File: config.mk
export PLATFORM = sky130hd
export DESIGN_NAME = pwm_time_base_control
export DESIGN_NICKNAME = d
export VERILOG_FILES = /design/src/verilog/pwm_time_base_pkg.sv /design/src/verilog/time_base_if.sv /design/src/verilog/primary_time_base.sv /design/src/verilog/event_postscaler.sv /design/src/verilog/pwm_time_base_control.sv
export SDC_FILE = /design/constraint.sdc
export NUM_CORES = 1
export LEC_CHECK = 0
export BUFFER_PORTS_ARGS = -buffer_cell sky130_fd_sc_hd__buf_2
export CAP_MARGIN = 20
export CORE_ASPECT_RATIO = 0.6
export CORE_UTILIZATION = 48
export DETAILED_ROUTE_END_ITERATION = 10
export PLACE_DENSITY = 0.72
export RECOVER_POWER = 100
export SLEW_MARGIN = 20
export SYNTH_ARGS = -nofsm -noshare
export SYNTH_HDL_FRONTEND = slang
export SYNTH_HIERARCHICAL = 1
export SYNTH_SLANG_ARGS = --single-unit
File: constraint.sdc
create_clock -name clk -period 7.87 [get_ports clk]
set_input_delay 0.3935 -clock clk [delete_from_list [all_inputs] [get_ports clk]]
set_output_delay 0.3935 -clock clk [all_outputs]
set_load 0.03 [all_outputs]
File: src/verilog/pwm_time_base_pkg.sv
// Constants shared by the PWM time base control block and its helpers.
// Assumes a 16-bit register view placed in the low half of each 32-bit APB word.
package pwm_time_base_pkg;
  localparam int unsigned ADDR_W = 12;
  localparam int unsigned REG_W = 16;
  localparam int unsigned PS_W = 4;
  localparam int unsigned SRC_W = 3;

  // Register byte addresses, one aligned word each.
  localparam logic [ADDR_W-1:0] TIME_BASE_CONTROL_ADDR = 12'h000;
  localparam logic [ADDR_W-1:0] PRIMARY_PERIOD_ADDR = 12'h004;
  localparam logic [ADDR_W-1:0] SPECIAL_EVENT_COMPARE_ADDR = 12'h008;
  localparam logic [ADDR_W-1:0] MASTER_DUTY_CYCLE_ADDR = 12'h00C;
  localparam logic [ADDR_W-1:0] GENERATOR_CONTROL_ADDR = 12'h010;
  localparam logic [ADDR_W-1:0] PRIMARY_TIME_COUNT_ADDR = 12'h014;

  // Time base control fields.
  localparam int unsigned PWM_MODULE_ON_BIT = 15;
  localparam int unsigned IDLE_HALT_SELECT_BIT = 13;
  localparam int unsigned SPECIAL_EVENT_PENDING_BIT = 12;
  localparam int unsigned SPECIAL_EVENT_IRQ_ON_BIT = 11;
  localparam int unsigned IMMEDIATE_PERIOD_LOAD_BIT = 10;
  localparam int unsigned SYNC_IN_INVERT_BIT = 9;
  localparam int unsigned SYNC_OUT_ON_BIT = 8;
  localparam int unsigned EXTERNAL_SYNC_ON_BIT = 7;
  localparam int unsigned SYNC_SOURCE_LSB = 4;
  localparam int unsigned POSTSCALE_LSB = 0;
  localparam logic [SRC_W-1:0] SYNC_SOURCE_PIN = 3'h0;

  // Generator control fields.
  localparam int unsigned FAULT_PENDING_BIT = 15;
  localparam int unsigned CURRENT_LIMIT_PENDING_BIT = 14;
  localparam int unsigned TRIGGER_PENDING_BIT = 13;
  localparam int unsigned FAULT_IRQ_ON_BIT = 12;
  localparam int unsigned CURRENT_LIMIT_IRQ_ON_BIT = 11;
  localparam int unsigned TRIGGER_IRQ_ON_BIT = 10;
  localparam int unsigned OWN_TIME_BASE_SELECT_BIT = 9;
  localparam int unsigned SHARED_DUTY_SELECT_BIT = 8;

  // Writable masks; unimplemented bits read as zero.
  localparam logic [REG_W-1:0] TIME_BASE_CONTROL_MASK = 16'hBFFF;
  localparam logic [REG_W-1:0] COUNT_FIELD_MASK = 16'hFFF8;
  localparam logic [REG_W-1:0] GENERATOR_CONTROL_MASK = 16'hFFC3;
  localparam logic [REG_W-1:0] REG_RESET = 16'h0000;
  localparam logic [REG_W-1:0] DUTY_MIN = 16'h0008;
  localparam logic [REG_W-1:0] DUTY_MAX = 16'hFFEF;
endpackage : pwm_time_base_pkg

File: src/verilog/time_base_if.sv
// Connection between the control block and the primary time base counter.
// Assumes both ends share clk.
`timescale 1ns/1ps
`default_nettype none
interface time_base_if;
  logic on;
  logic run;
  logic syncReset;
  logic [15:0] period;
  logic [15:0] count;
  logic wrap;
  logic rollover;
  modport counter (input on, input run, input syncReset, input period, output count, output wrap, output rollover);
  modport control (output on, output run, output syncReset, output period, input count, input wrap, input rollover);
endinterface : time_base_if
`default_nettype wire

File: src/verilog/primary_time_base.sv
// Primary time base: up counter from zero to the active period, then back to zero.
// Assumes the control block supplies enable, run and sync reset in the clk domain.
`timescale 1ns/1ps
`default_nettype none
module primary_time_base
  import pwm_time_base_pkg::*;
(
  input wire logic clk,
  input wire logic srst,
  time_base_if.counter tb
);
  typedef struct packed {
    logic [REG_W-1:0] count;
    logic rollover;
  } base_state_t;

  base_state_t state_q;
  base_state_t state_d;
  logic wrapNow;

  assign wrapNow = tb.on && tb.run && !tb.syncReset && (state_q.count >= tb.period);

  always_comb
  begin
    state_d = state_q;
    state_d.rollover = 1'b0;
    if (!tb.on)
    begin
      state_d.count = REG_RESET;
    end
    else if (tb.syncReset)
    begin
      state_d.count = REG_RESET;
    end
    else if (wrapNow)
    begin
      state_d.count = REG_RESET;
      state_d.rollover = 1'b1;
    end
    else if (tb.run)
    begin
      state_d.count = state_q.count + 16'h0001;
    end
  end

  always_ff @(posedge clk)
  begin
    if (srst)
    begin
      state_q <= '0;
    end
    else
    begin
      state_q <= state_d;
    end
  end

  assign tb.count = state_q.count;
  assign tb.wrap = wrapNow;
  assign tb.rollover = state_q.rollover;

  property p_halt_holds;
    @(posedge clk) disable iff (srst)
      (tb.on && !tb.run && !tb.syncReset) |=> (tb.count == $past(tb.count));
  endproperty
  a_halt_holds: assert property (p_halt_holds) else $error("Time base moved while halted.");
endmodule : primary_time_base
`default_nettype wire

File: src/verilog/event_postscaler.sv
// Postscaler for special events: one trigger pulse per (divide + 1) events.
// Assumes event pulses are one cycle wide and synchronous to clk.
`timescale 1ns/1ps
`default_nettype none
module event_postscaler
  import pwm_time_base_pkg::*;
(
  input wire logic clk,
  input wire logic srst,
  input wire logic clear,
  input wire logic eventIn,
  input wire logic [PS_W-1:0] divide,
  output logic trigger
);
  typedef struct packed {
    logic [PS_W-1:0] count;
    logic trigger;
  } scale_state_t;

  scale_state_t state_q;
  scale_state_t state_d;

  always_comb
  begin
    state_d = state_q;
    state_d.trigger = 1'b0;
    if (clear)
    begin
      state_d.count = '0;
    end
    else if (eventIn)
    begin
      if (state_q.count >= divide)
      begin
        state_d.count = '0;
        state_d.trigger = 1'b1;
      end
      else
      begin
        state_d.count = state_q.count + 4'h1;
      end
    end
  end

  always_ff @(posedge clk)
  begin
    if (srst)
    begin
      state_q <= '0;
    end
    else
    begin
      state_q <= state_d;
    end
  end

  assign trigger = state_q.trigger;

  property p_every_event;
    @(posedge clk) disable iff (srst)
      (!clear && eventIn && divide == 4'h0) |=> trigger;
  endproperty
  a_every_event: assert property (p_every_event) else $error("Undivided event gave no trigger.");
endmodule : event_postscaler
`default_nettype wire

File: src/verilog/pwm_time_base_control.sv
// PWM time base control: APB registers, primary time base, sync, special event and generator status.
// Assumes an APB master on clk; all pin inputs are synchronous to clk.
//
// Contract
// - Module enable bit runs the time base, postscaler and sync output; zero holds them disabled.
// - Idle-halt bit stops the time base while the CPU idles.
// - Special event pending bit is set when its interrupt becomes pending.
// - Special event request leaves only while its enable bit is one.
// - Immediate-load bit updates the active period at once, else at wrap.
// - Sync invert bit zero means sync input active high, one active low.
// - Sync output is driven only while sync output enable is one.
// - External sync enable lets the chosen sync source restart the time base.
// - Sync source code zero selects the pin; other codes are reserved.
// - Postscale field divides special event triggers by code plus one.
// - Period register holds bits fifteen to three; low three read zero.
// - Compare register holds bits fifteen to three; low three read zero.
// - Fault pending is set by fault events, cleared when its enable is zero.
// - Current-limit pending is set by events, cleared when its enable is zero.
// - Trigger pending is set by events, cleared when its enable is zero.
// - Fault enable zero suppresses fault requests and forces fault pending zero.
// - Shared duty select picks master duty, else the generator's own duty.
// - Own time base select takes period from phase value, else primary.
`timescale 1ns/1ps
`default_nettype none
module pwm_time_base_control
  import pwm_time_base_pkg::*;
(
  input wire logic clk,
  input wire logic srst,
  input wire logic psel,
  input wire logic penable,
  input wire logic pwrite,
  input wire logic [ADDR_W-1:0] paddr,
  input wire logic [31:0] pwdata,
  output logic [31:0] prdata,
  output logic pready,
  output logic pslverr,
  input wire logic cpuIdle,
  input wire logic syncInputPin,
  input wire logic faultEvent,
  input wire logic currentLimitEvent,
  input wire logic triggerEvent,
  input wire logic [REG_W-1:0] generatorDuty,
  input wire logic [REG_W-1:0] phasePeriod,
  output logic moduleOn,
  output logic [REG_W-1:0] primaryTimeCount,
  output logic syncOutputPin,
  output logic specialEventTrigger,
  output logic specialEventIrq,
  output logic faultIrq,
  output logic currentLimitIrq,
  output logic triggerIrq,
  output logic [REG_W-1:0] selectedDuty,
  output logic [REG_W-1:0] generatorPeriod
);
  typedef struct packed {
    logic [REG_W-1:0] control;
    logic [REG_W-1:0] periodBuffer;
    logic [REG_W-1:0] activePeriod;
    logic [REG_W-1:0] compare;
    logic [REG_W-1:0] masterDuty;
    logic [REG_W-1:0] generator;
    logic [31:0] readData;
    logic syncPrev;
    logic syncOut;
    logic [REG_W-1:0] duty;
    logic [REG_W-1:0] genPeriod;
  } ctrl_state_t;

  ctrl_state_t state_q;
  ctrl_state_t state_d;
  time_base_if tb ();

  logic accessWrite;
  logic mapped;
  logic [REG_W-1:0] wdata;
  logic syncActive;
  logic syncReset;
  logic specialEvent;
  logic pwmModuleOn;

  function automatic logic known_address(input logic [ADDR_W-1:0] addr);
    known_address = (addr == TIME_BASE_CONTROL_ADDR) || (addr == PRIMARY_PERIOD_ADDR) ||
                    (addr == SPECIAL_EVENT_COMPARE_ADDR) || (addr == MASTER_DUTY_CYCLE_ADDR) ||
                    (addr == GENERATOR_CONTROL_ADDR) || (addr == PRIMARY_TIME_COUNT_ADDR);
  endfunction : known_address

  // Status bit update: software may only clear it by writing zero, a new event sets it and wins.
  function automatic logic status_next(input logic old, input logic written, input logic wbit,
                                       input logic setEvent, input logic enable);
    logic keep;
    keep = written ? (old & wbit) : old;
    status_next = enable & (keep | setEvent);
  endfunction : status_next

  assign mapped = known_address(paddr);
  assign accessWrite = psel && penable && pwrite && mapped;
  assign wdata = pwdata[REG_W-1:0];
  assign pwmModuleOn = state_q.control[PWM_MODULE_ON_BIT];

  // Zero-wait slave: read data is captured during the setup cycle.
  assign pready = 1'b1;
  assign pslverr = psel && penable && !mapped;
  assign prdata = state_q.readData;

  assign syncActive = syncInputPin ^ state_q.control[SYNC_IN_INVERT_BIT];
  assign syncReset = state_q.control[EXTERNAL_SYNC_ON_BIT] &&
                     (state_q.control[SYNC_SOURCE_LSB +: SRC_W] == SYNC_SOURCE_PIN) &&
                     syncActive && !state_q.syncPrev;

  assign tb.on = pwmModuleOn;
  assign tb.run = pwmModuleOn && !(state_q.control[IDLE_HALT_SELECT_BIT] && cpuIdle);
  assign tb.syncReset = syncReset && pwmModuleOn;
  assign tb.period = state_q.activePeriod;

  assign specialEvent = tb.run && !tb.syncReset && (tb.count == state_q.compare);

  primary_time_base u_time_base (
    .clk(clk),
    .srst(srst),
    .tb(tb.counter)
  );

  event_postscaler u_postscaler (
    .clk(clk),
    .srst(srst),
    .clear(!pwmModuleOn),
    .eventIn(specialEvent),
    .divide(state_q.control[POSTSCALE_LSB +: PS_W]),
    .trigger(specialEventTrigger)
  );

  always_comb
  begin
    state_d = state_q;
    state_d.syncPrev = syncActive;
    state_d.syncOut = tb.rollover && state_q.control[SYNC_OUT_ON_BIT];
    if (accessWrite && paddr == TIME_BASE_CONTROL_ADDR)
    begin
      state_d.control = wdata & TIME_BASE_CONTROL_MASK;
    end
    state_d.control[SPECIAL_EVENT_PENDING_BIT] = status_next(state_q.control[SPECIAL_EVENT_PENDING_BIT],
        accessWrite && paddr == TIME_BASE_CONTROL_ADDR, wdata[SPECIAL_EVENT_PENDING_BIT],
        specialEventTrigger, 1'b1);
    if (accessWrite && paddr == PRIMARY_PERIOD_ADDR)
    begin
      state_d.periodBuffer = wdata & COUNT_FIELD_MASK;
    end
    if (accessWrite && paddr == PRIMARY_PERIOD_ADDR && state_q.control[IMMEDIATE_PERIOD_LOAD_BIT])
    begin
      state_d.activePeriod = wdata & COUNT_FIELD_MASK;
    end
    else if (tb.wrap || !pwmModuleOn)
    begin
      state_d.activePeriod = state_q.periodBuffer;
    end
    if (accessWrite && paddr == SPECIAL_EVENT_COMPARE_ADDR)
    begin
      state_d.compare = wdata & COUNT_FIELD_MASK;
    end
    if (accessWrite && paddr == MASTER_DUTY_CYCLE_ADDR)
    begin
      state_d.masterDuty = wdata;
    end
    if (accessWrite && paddr == GENERATOR_CONTROL_ADDR)
    begin
      state_d.generator = wdata & GENERATOR_CONTROL_MASK;
    end
    state_d.generator[FAULT_PENDING_BIT] = status_next(state_q.generator[FAULT_PENDING_BIT],
        accessWrite && paddr == GENERATOR_CONTROL_ADDR, wdata[FAULT_PENDING_BIT],
        faultEvent, state_d.generator[FAULT_IRQ_ON_BIT]);
    state_d.generator[CURRENT_LIMIT_PENDING_BIT] = status_next(state_q.generator[CURRENT_LIMIT_PENDING_BIT],
        accessWrite && paddr == GENERATOR_CONTROL_ADDR, wdata[CURRENT_LIMIT_PENDING_BIT],
        currentLimitEvent, state_d.generator[CURRENT_LIMIT_IRQ_ON_BIT]);
    state_d.generator[TRIGGER_PENDING_BIT] = status_next(state_q.generator[TRIGGER_PENDING_BIT],
        accessWrite && paddr == GENERATOR_CONTROL_ADDR, wdata[TRIGGER_PENDING_BIT],
        triggerEvent, state_d.generator[TRIGGER_IRQ_ON_BIT]);
    state_d.duty = state_q.generator[SHARED_DUTY_SELECT_BIT] ? state_q.masterDuty : generatorDuty;
    state_d.genPeriod = state_q.generator[OWN_TIME_BASE_SELECT_BIT] ? phasePeriod : state_q.activePeriod;
    if (psel && !penable)
    begin
      case (paddr)
        TIME_BASE_CONTROL_ADDR: state_d.readData = {16'h0000, state_q.control};
        PRIMARY_PERIOD_ADDR: state_d.readData = {16'h0000, state_q.periodBuffer};
        SPECIAL_EVENT_COMPARE_ADDR: state_d.readData = {16'h0000, state_q.compare};
        MASTER_DUTY_CYCLE_ADDR: state_d.readData = {16'h0000, state_q.masterDuty};
        GENERATOR_CONTROL_ADDR: state_d.readData = {16'h0000, state_q.generator};
        PRIMARY_TIME_COUNT_ADDR: state_d.readData = {16'h0000, tb.count};
        default: state_d.readData = 32'h00000000;
      endcase
    end
  end

  always_ff @(posedge clk)
  begin
    if (srst)
    begin
      state_q <= '0;
    end
    else
    begin
      state_q <= state_d;
    end
  end

  assign moduleOn = pwmModuleOn;
  assign primaryTimeCount = tb.count;
  assign syncOutputPin = state_q.syncOut;
  assign specialEventIrq = state_q.control[SPECIAL_EVENT_PENDING_BIT] && state_q.control[SPECIAL_EVENT_IRQ_ON_BIT];
  assign faultIrq = state_q.generator[FAULT_PENDING_BIT] && state_q.generator[FAULT_IRQ_ON_BIT];
  assign currentLimitIrq = state_q.generator[CURRENT_LIMIT_PENDING_BIT] && state_q.generator[CURRENT_LIMIT_IRQ_ON_BIT];
  assign triggerIrq = state_q.generator[TRIGGER_PENDING_BIT] && state_q.generator[TRIGGER_IRQ_ON_BIT];
  assign selectedDuty = state_q.duty;
  assign generatorPeriod = state_q.genPeriod;

  property p_off_clears;
    @(posedge clk) disable iff (srst)
      !moduleOn |=> (primaryTimeCount == 16'h0000);
  endproperty
  a_off_clears: assert property (p_off_clears) else $error("Count not zero while disabled.");

  property p_pending_set;
    @(posedge clk) disable iff (srst)
      specialEventTrigger |=> state_q.control[SPECIAL_EVENT_PENDING_BIT];
  endproperty
  a_pending_set: assert property (p_pending_set) else $error("Special event trigger did not set pending.");

  property p_irq_gate;
    @(posedge clk) disable iff (srst)
      specialEventIrq |-> (state_q.control[SPECIAL_EVENT_IRQ_ON_BIT] && state_q.control[SPECIAL_EVENT_PENDING_BIT]);
  endproperty
  a_irq_gate: assert property (p_irq_gate) else $error("Special event request while disabled.");

  property p_immediate_load;
    @(posedge clk) disable iff (srst)
      (accessWrite && paddr == PRIMARY_PERIOD_ADDR && state_q.control[IMMEDIATE_PERIOD_LOAD_BIT])
        |=> (state_q.activePeriod == ($past(pwdata[REG_W-1:0]) & COUNT_FIELD_MASK));
  endproperty
  a_immediate_load: assert property (p_immediate_load) else $error("Immediate period load missed.");

  property p_deferred_load;
    @(posedge clk) disable iff (srst)
      (moduleOn && !tb.wrap && !(accessWrite && paddr == PRIMARY_PERIOD_ADDR))
        |=> (state_q.activePeriod == $past(state_q.activePeriod));
  endproperty
  a_deferred_load: assert property (p_deferred_load) else $error("Active period changed off boundary.");

  property p_sync_out;
    @(posedge clk) disable iff (srst)
      syncOutputPin |-> ($past(state_q.control[SYNC_OUT_ON_BIT]) && $past(tb.rollover));
  endproperty
  a_sync_out: assert property (p_sync_out) else $error("Sync output while disabled.");

  property p_sync_restart;
    @(posedge clk) disable iff (srst)
      (moduleOn && syncReset) |=> (primaryTimeCount == 16'h0000);
  endproperty
  a_sync_restart: assert property (p_sync_restart) else $error("Sync did not restart time base.");

  property p_period_low_zero;
    @(posedge clk) disable iff (srst)
      (psel && !penable && (paddr == PRIMARY_PERIOD_ADDR || paddr == SPECIAL_EVENT_COMPARE_ADDR))
        |=> (prdata[2:0] == 3'h0);
  endproperty
  a_period_low_zero: assert property (p_period_low_zero) else $error("Low count bits read nonzero.");

  property p_fault_forced;
    @(posedge clk) disable iff (srst)
      !state_q.generator[FAULT_IRQ_ON_BIT] |-> (!state_q.generator[FAULT_PENDING_BIT] && !faultIrq);
  endproperty
  a_fault_forced: assert property (p_fault_forced) else $error("Fault pending while disabled.");

  property p_fault_set;
    @(posedge clk) disable iff (srst)
      (faultEvent && state_d.generator[FAULT_IRQ_ON_BIT]) |=> state_q.generator[FAULT_PENDING_BIT];
  endproperty
  a_fault_set: assert property (p_fault_set) else $error("Fault event lost.");

  property p_duty_select;
    @(posedge clk) disable iff (srst)
      state_q.generator[SHARED_DUTY_SELECT_BIT] ##1 state_q.generator[SHARED_DUTY_SELECT_BIT]
        |-> (selectedDuty == $past(state_q.masterDuty));
  endproperty
  a_duty_select: assert property (p_duty_select) else $error("Shared duty not selected.");

  property p_wrap_restart;
    @(posedge clk) disable iff (srst)
      tb.wrap |=> (primaryTimeCount == 16'h0000 && tb.rollover);
  endproperty
  a_wrap_restart: assert property (p_wrap_restart) else $error("Time base did not restart at period.");

  property p_compare_event;
    @(posedge clk) disable iff (srst)
      (moduleOn && tb.run && !syncReset && primaryTimeCount == state_q.compare) |-> specialEvent;
  endproperty
  a_compare_event: assert property (p_compare_event) else $error("Compare match gave no event.");

  property p_source_reserved;
    @(posedge clk) disable iff (srst)
      (state_q.control[SYNC_SOURCE_LSB +: SRC_W] != SYNC_SOURCE_PIN) |-> !tb.syncReset;
  endproperty
  a_source_reserved: assert property (p_source_reserved) else $error("Reserved source gave sync.");

  property p_sync_off;
    @(posedge clk) disable iff (srst)
      !state_q.control[EXTERNAL_SYNC_ON_BIT] |-> !tb.syncReset;
  endproperty
  a_sync_off: assert property (p_sync_off) else $error("Sync while external sync off.");

  property p_limit_forced;
    @(posedge clk) disable iff (srst)
      !state_q.generator[CURRENT_LIMIT_IRQ_ON_BIT] |-> !state_q.generator[CURRENT_LIMIT_PENDING_BIT];
  endproperty
  a_limit_forced: assert property (p_limit_forced) else $error("Limit pending while disabled.");

  property p_trigger_forced;
    @(posedge clk) disable iff (srst)
      !state_q.generator[TRIGGER_IRQ_ON_BIT] |-> !state_q.generator[TRIGGER_PENDING_BIT];
  endproperty
  a_trigger_forced: assert property (p_trigger_forced) else $error("Trigger pending while disabled.");

  // The select bit must stand two cycles because the period output lags it by one.
  property p_own_period;
    @(posedge clk) disable iff (srst)
      state_q.generator[OWN_TIME_BASE_SELECT_BIT] ##1 state_q.generator[OWN_TIME_BASE_SELECT_BIT]
        |-> (generatorPeriod == $past(phasePeriod));
  endproperty
  a_own_period: assert property (p_own_period) else $error("Own period not selected.");

  c_sync_restart: cover property (@(posedge clk) disable iff (srst) moduleOn && syncReset);
  c_idle_halt: cover property (@(posedge clk) disable iff (srst) moduleOn && !tb.run);
  c_fault_request: cover property (@(posedge clk) disable iff (srst) faultIrq && currentLimitIrq);
  c_special_trigger: cover property (@(posedge clk) disable iff (srst) specialEventTrigger && specialEventIrq);
  c_deferred_wrap: cover property (@(posedge clk) disable iff (srst)
    tb.wrap && !state_q.control[IMMEDIATE_PERIOD_LOAD_BIT] && state_q.activePeriod != state_q.periodBuffer);
endmodule : pwm_time_base_control
`default_nettype wire

Word level (Yosys, flattened, before mapping)
Index checks and enable logic that the tools add are counted.

word-level totals
  input bits = 86
  word-level logic and storage cells = 103
  register bits after elaboration = 170
  bits in read-only memories = 0
  latch bits = 0
  output and inout bits = 89
  bits in writable memories = 0
  memories = 0

operators by class
  reduce and logical (&&, ||, !) cells = 47
  multipliers = 0
  equality and inequality tests = 6
  $add $sub $neg = 2
  $lt $le $gt $ge = 2
  bitwise gates (word level) = 15
  div/mod/pow operators = 0
  shift operators = 0
  muxes and demuxes = 13

operators with widths
  operator               count
  $pmux 16 s6            1
  $mux 16                4
  $logic_and 1x1->1      27
  $eq 12x4->1 const B    2
  $eq 12x5->1 const B    2
  $add 16x1->16 const B  1
  $eq 16x16->1           1
  $ge 16x16->1           1
  $mux 13                1
  $eq 12x3->1 const B    1
  $logic_not 12->1       1
  $and 1x1->1            7
  $logic_not 1->1        6
  $logic_or 1x1->1       6
  $mux 1                 6
  $reduce_or 3->1        2
  $add 4x1->4 const B    1
  $ge 4x4->1             1
  $mux 4                 1
  $or 1x1->1             4
  $reduce_or 2->1        2
  $reduce_or 4->1        1
  $logic_not 3->1        1
  $not 1->1              3
  other kinds (2)        2

Depth between registers and ports, before layout
  depth in word-level cells = 11
  mapped depth = 15
  gate-level depth less buffers = 11

Hierarchy
Netlist, hierarchy kept.

modules (own cells, without submodules)
  module                 seq. area each (µm²)  instances  cells an instance  area each (µm²)
  pwm_time_base_control  2642.5                1          710                6595.1
  primary_time_base      340.3                 1          136                1275.0
  event_postscaler       100.1                 1          37                 332.8

Worst setup path after synthesis
Ideal clock, no wire load.

  kind = reg-to-reg
  start = reg u_time_base.state_q (netlist bit u_time_base/tb.count[6])
  end = reg state_q (netlist bit tb.period[10])
  buffers on the path = 4
  cell stages (with the launch flop) = 15
  required time = 7.798 ns
  path slack = 4.655 ns
  setup time = 0.072 ns
  arrival = 3.144 ns
  clock period less this slack = 3.215 ns
  cells stage by stage = dfxtp_1 ha_1 a21o_1 a211oi_2 o21ai_1 a221o_1 buf_6 buf_12 and2_1 nor2b_1 clkbuf_1 buf_2 mux2i_1 or2_2 mux2i_1

between the ends
  longest elaborated chain between the ends = 4

RTL lines
  item                                line                          RTL
  from (decl)                         primary_time_base.sv:17       base_state_t state_q;
  from (signal assigned)              primary_time_base.sv:54       state_q <= state_d;
  $ge 16x16->1                        primary_time_base.sv:21       assign wrapNow = tb.on && tb.run && !tb.syncReset && (state_q.count >= tb.period);
  $logic_and 1x1->1                   primary_time_base.sv:21
  via tb.wrap                         time_base_if.sv:11            logic wrap;
  $logic_or 1x1->1                    pwm_time_base_control.sv:153  else if (tb.wrap || !pwmModuleOn)
  $reduce_bool 2->1 (no source line)  n/a
  to (signal assigned)                pwm_time_base_control.sv:202  state_q <= state_d;
  to (decl)                           pwm_time_base_control.sv:70   ctrl_state_t state_q;

The timed path passes the listed nets, and every way through them passes these cells.
A chain may end at the register's enable or synchronous reset.

==> summary by stage <==
Timing
The final worst slack is 3.54 ns. The share of the cycle needed by the critical path after routing is about 55%. The minimum clock period after layout is ~4.3 ns. Derived from the worst setup path, the maximum achievable clock frequency is ~230 MHz.

The number of failing setup endpoints in the final timing report is 0. For the pin with the worst max-slew slack, the measured transition is 3.75 ns. The worst setup skew after layout is 0.00996 ns. The relative max-transition margin is -150%. The hold violation total from the final report came to 0. Summed over all failing endpoints, the final setup total negative slack is 0 ns. The final-report max-slew violation count is 135. Setup repair after global routing left no endpoint under its margin.

Place
The final RePlAce weighted congestion is ~0.90. Buffers placed on the I/O ports in this run total 141. The half-perimeter wire length of the detailed placement result is about 17,000 um.

In this run the cell area measured after placement is 8630 sq um. OpenSTA, run right after detailed placement, puts the worst setup slack at about 4.6 ns.

Layout
The area used by multi-input combinational logic is ~4300 sq um. The filler cell count is 1,541. For this run, the post-layout net count is 1,058.

The area growth from synthesis to layout is 10.8%. The finished cells cover 9090 sq um. Leaving out fill and tap cells, the most frequent cell in the layout is sky130_fd_sc_hd__dfxtp_1.

The repair_antennas step left the layout with diodes totalling 0. In the final layout, the share of cells above drive strength 1 is between 15 and 20%. In the layout the commonest cells are 154 x sky130_fd_sc_hd__dfxtp_1, 98 x sky130_fd_sc_hd__mux2i_1, 79 x sky130_fd_sc_hd__clkbuf_1, 67 x sky130_fd_sc_hd__buf_2, 65 x sky130_fd_sc_hd__nor2_1. Summing all flip-flop and latch instances after layout gives 3080 sq um.

CTS
TritonCTS built the clock tree. The number of buffers inserted by hold repair at cts is 0. The number of resized instances in the post-cts repair step is 0. In this run the deepest clock path goes through 2 buffers. The clock slew seen by the registers of the worst setup and hold paths is 0.06 ns. The clock buffer count from CTS is 17. The total number of H-tree levels is 4. The number of buffers inserted by post-CTS setup repair is 0. The clock net in this run drives a total of 154 sinks.

At the later pin of the worst-skew pair, clock insertion delay measures approximately 0.42 ns. The root buffer cell is sky130_fd_sc_hd__clkbuf_16.

Critical path
The worst stage delay on the critical path is approximately 2.7 ns. Data arrives at the worst endpoint at 4.42 ns. The cell type of the slowest stage on the worst timing path is sky130_fd_sc_hd__clkbuf_1. The signal on the critical path passes through buf_4, clkbuf_1, nor2_1, a22oi_1, a221oi_1. STA classifies the critical path endpoint as a flip-flop. For the worst setup path, the data required time is between 7 and 8 ns. The biggest fanout along the worst timing path is 97. The critical path is of the in2reg type. The worst setup path is launched from an input pin.

GRT
In the global route stage, overall resource usage came out at roughly a quarter. The number of antenna violations at the first check in global routing is 0. After global routing the overflow that remains totals 0.

The first-pass GRT wire length is 35,200 um. Entering global routing, the biggest net connects 98 pins. The via count of the first global-routing pass is ~6,000.

Yosys
The share of synthesized area in the top cell type comes to 37.6%. The most used flip-flop cell after synthesis is sky130_fd_sc_hd__dfxtp_1. Yosys mapped the design onto 54 distinct sky130hd cell types. The cell area after synthesis is 8200 sq um. The post-synthesis register bit count is 154. In the synthesized netlist, the number of instances is 883. The proportion of synthesized flip-flops having asynchronous set or reset is 0%.

The cell taking the most area after synthesis is sky130_fd_sc_hd__dfxtp_1. The number of enable flip-flop cells after synthesis is 0. The mean instance size in the synthesized netlist is 9.29 sq um. During synthesis, Yosys emitted a total of 6 warnings.

Yosys attributes the largest share of cell area to sky130_fd_sc_hd__dfxtp_1 38%, sky130_fd_sc_hd__mux2i_1 12%, sky130_fd_sc_hd__buf_4 5.9%. The post-synthesis sequential area ratio is between 30% and 40%.

Routing
The number of vias after detailed routing is 6,706. The number of search-and-repair iterations in the first detailed-routing pass is 7. The final wirelength is 23,100 um. In the routed layout, each cell is associated on average with a via count of around 5.6. The wire length per cell is 19.4 um.

In this run the remaining antenna-violating nets after routing total 0. The detailed router finished its first iteration with between 700 and 800 violations. In the routed design, unresolved DRC markers number 0.

Power
Dividing total power by cell area gives a power density of 196 nW/um^2. In this run the static leakage power is 3.56 nW. The overall power is 1.78 mW. IR analysis of the VDD net gives a maximum drop of 0.157 mV.

Floorplanning
The die area is 17,600 sq um. For this configuration, the core starts out at a cell density of 49.8%. The total area inside the core boundary comes to 16,500 sq um. Pin placement for this block handled 175 I/O pins.

The overall die width is 171 um. The number of placement rows is 36. The height of the chip is 103 um.

Job
Across the run, the number of max-cap violations was 2.

Hold path
The min-delay analysis places its worst path in the category in2reg.

Status
The final reports fail on capacitance limit, slew limit. The run finished, with violations left.
-- power breakdown --
group / leakage (nW) / total (mW) / switching [mW] / internal (mW)
Clock: 0.296 / 0.873 / 0.334 / 0.538
Combinational: 2.02 / 0.114 / 0.0804 / 0.0340
Sequential: 1.25 / 0.790 / 0.00365 / 0.787
-- final timing paths --
kind / slack [ns] / cells past startpoint / startpoint / end
max reg2reg: 4.00 / 11 / u_time_base/tb.count[6] / tb.period[13]
min reg2reg: 0.42 / 2 / u_time_base/tb.rollover / syncOutputPin
min: 0.17 / 2 / phasePeriod[2] / generatorPeriod[2]
max: 3.54 / 5 / srst / prdata[5]
-- Yosys cell counts (all sizes together), types with 3 or more instances --
| cell | count |
|---|---|
| o21a | 3 |
| nand2 | 26 |
| clkbuf | 41 |
| dfxtp | 154 |
| inv | 27 |
| mux2i | 98 |
| and3 | 8 |
| ha | 22 |
| o31ai | 3 |
| xor2 | 17 |
| a22oi | 18 |
| nand3 | 16 |
| and2 | 9 |
| a32oi | 6 |
| nor4 | 9 |
| a2111oi | 4 |
| a21oi | 42 |
| or2 | 16 |
| xnor2 | 13 |
| buf | 80 |
| mux2 | 34 |
| or3 | 4 |
| nor3 | 8 |
| o211ai | 3 |
| nand4 | 26 |
| o21ai | 30 |
| nor2b | 8 |
| a221oi | 4 |
| nand2b | 43 |
| nor2 | 65 |
| a211oi | 29 |
-- routing by layer --
layer | wire [um] | track usage [%] | vias to the layer above
li1 | - | - | 3174
met1 | 11300 | 40.3 | 3131
met2 | 8860 | 36.2 | 379
met3 | 2700 | 8.68 | 22
met4 | 230 | 5.13 | 0
met5 | 0 | 0 | -
-- final cells by class --
| type | instances | area share (%) |
|---|---|---|
| tap | 228 | 3.14 |
| clock inverter | 11 | 1.89 |
| clock buffer | 20 | 4.91 |
| timing repair buffer | 151 | 7.45 |
| sequential | 154 | 33.9 |
| inverter | 27 | 1.12 |
| multi-input combinational | 599 | 47.6 |
-- flip-flops by register name (all words and copies together) (netlist names) --
name                     flops
tb.period                   13
prdata                      16
selectedDuty                16
u_time_base/tb.count        16
u_postscaler/trigger         1
syncOutputPin                1
u_postscaler/state_q         4
generatorPeriod             16
state_q                     69
u_time_base/tb.rollover      1
moduleOn                     1
-- worst max-delay path, delay by kind of cell --
kind                   cells  cell delay [ns]
AOI/OAI and AO/OA          2             0.46
buffers and inverters      2             3.07
and+or+nand+nor            1             0.42
-- cell families after synthesis --
family	count (synthesis)	share of synthesized area, %
DFF	154	37.6
muxes	132	16.6
adders and majority gates	22	3.36
and+or+nand+nor	247	16.3
other	2	0.0916
buffers and inverters	148	10.1
AOI/OAI and AO/OA	148	12.7
xor gates and xnor gates	30	3.20
-- through the flow --
stage | instances | util [%] | hold WS (ns)
finish | 1190 | 55.1 | 0.173
global placement | 1159 | 52.3 | 0.422
detailed placement | 1159 | 52.3 | 0.420
global route | 1190 | 55.1 | 0.158
floorplan | 901 | - | 0.402
CTS | 1190 | 56.1 | 0.163
Note: power is estimated with default switching activity, not from simulation.
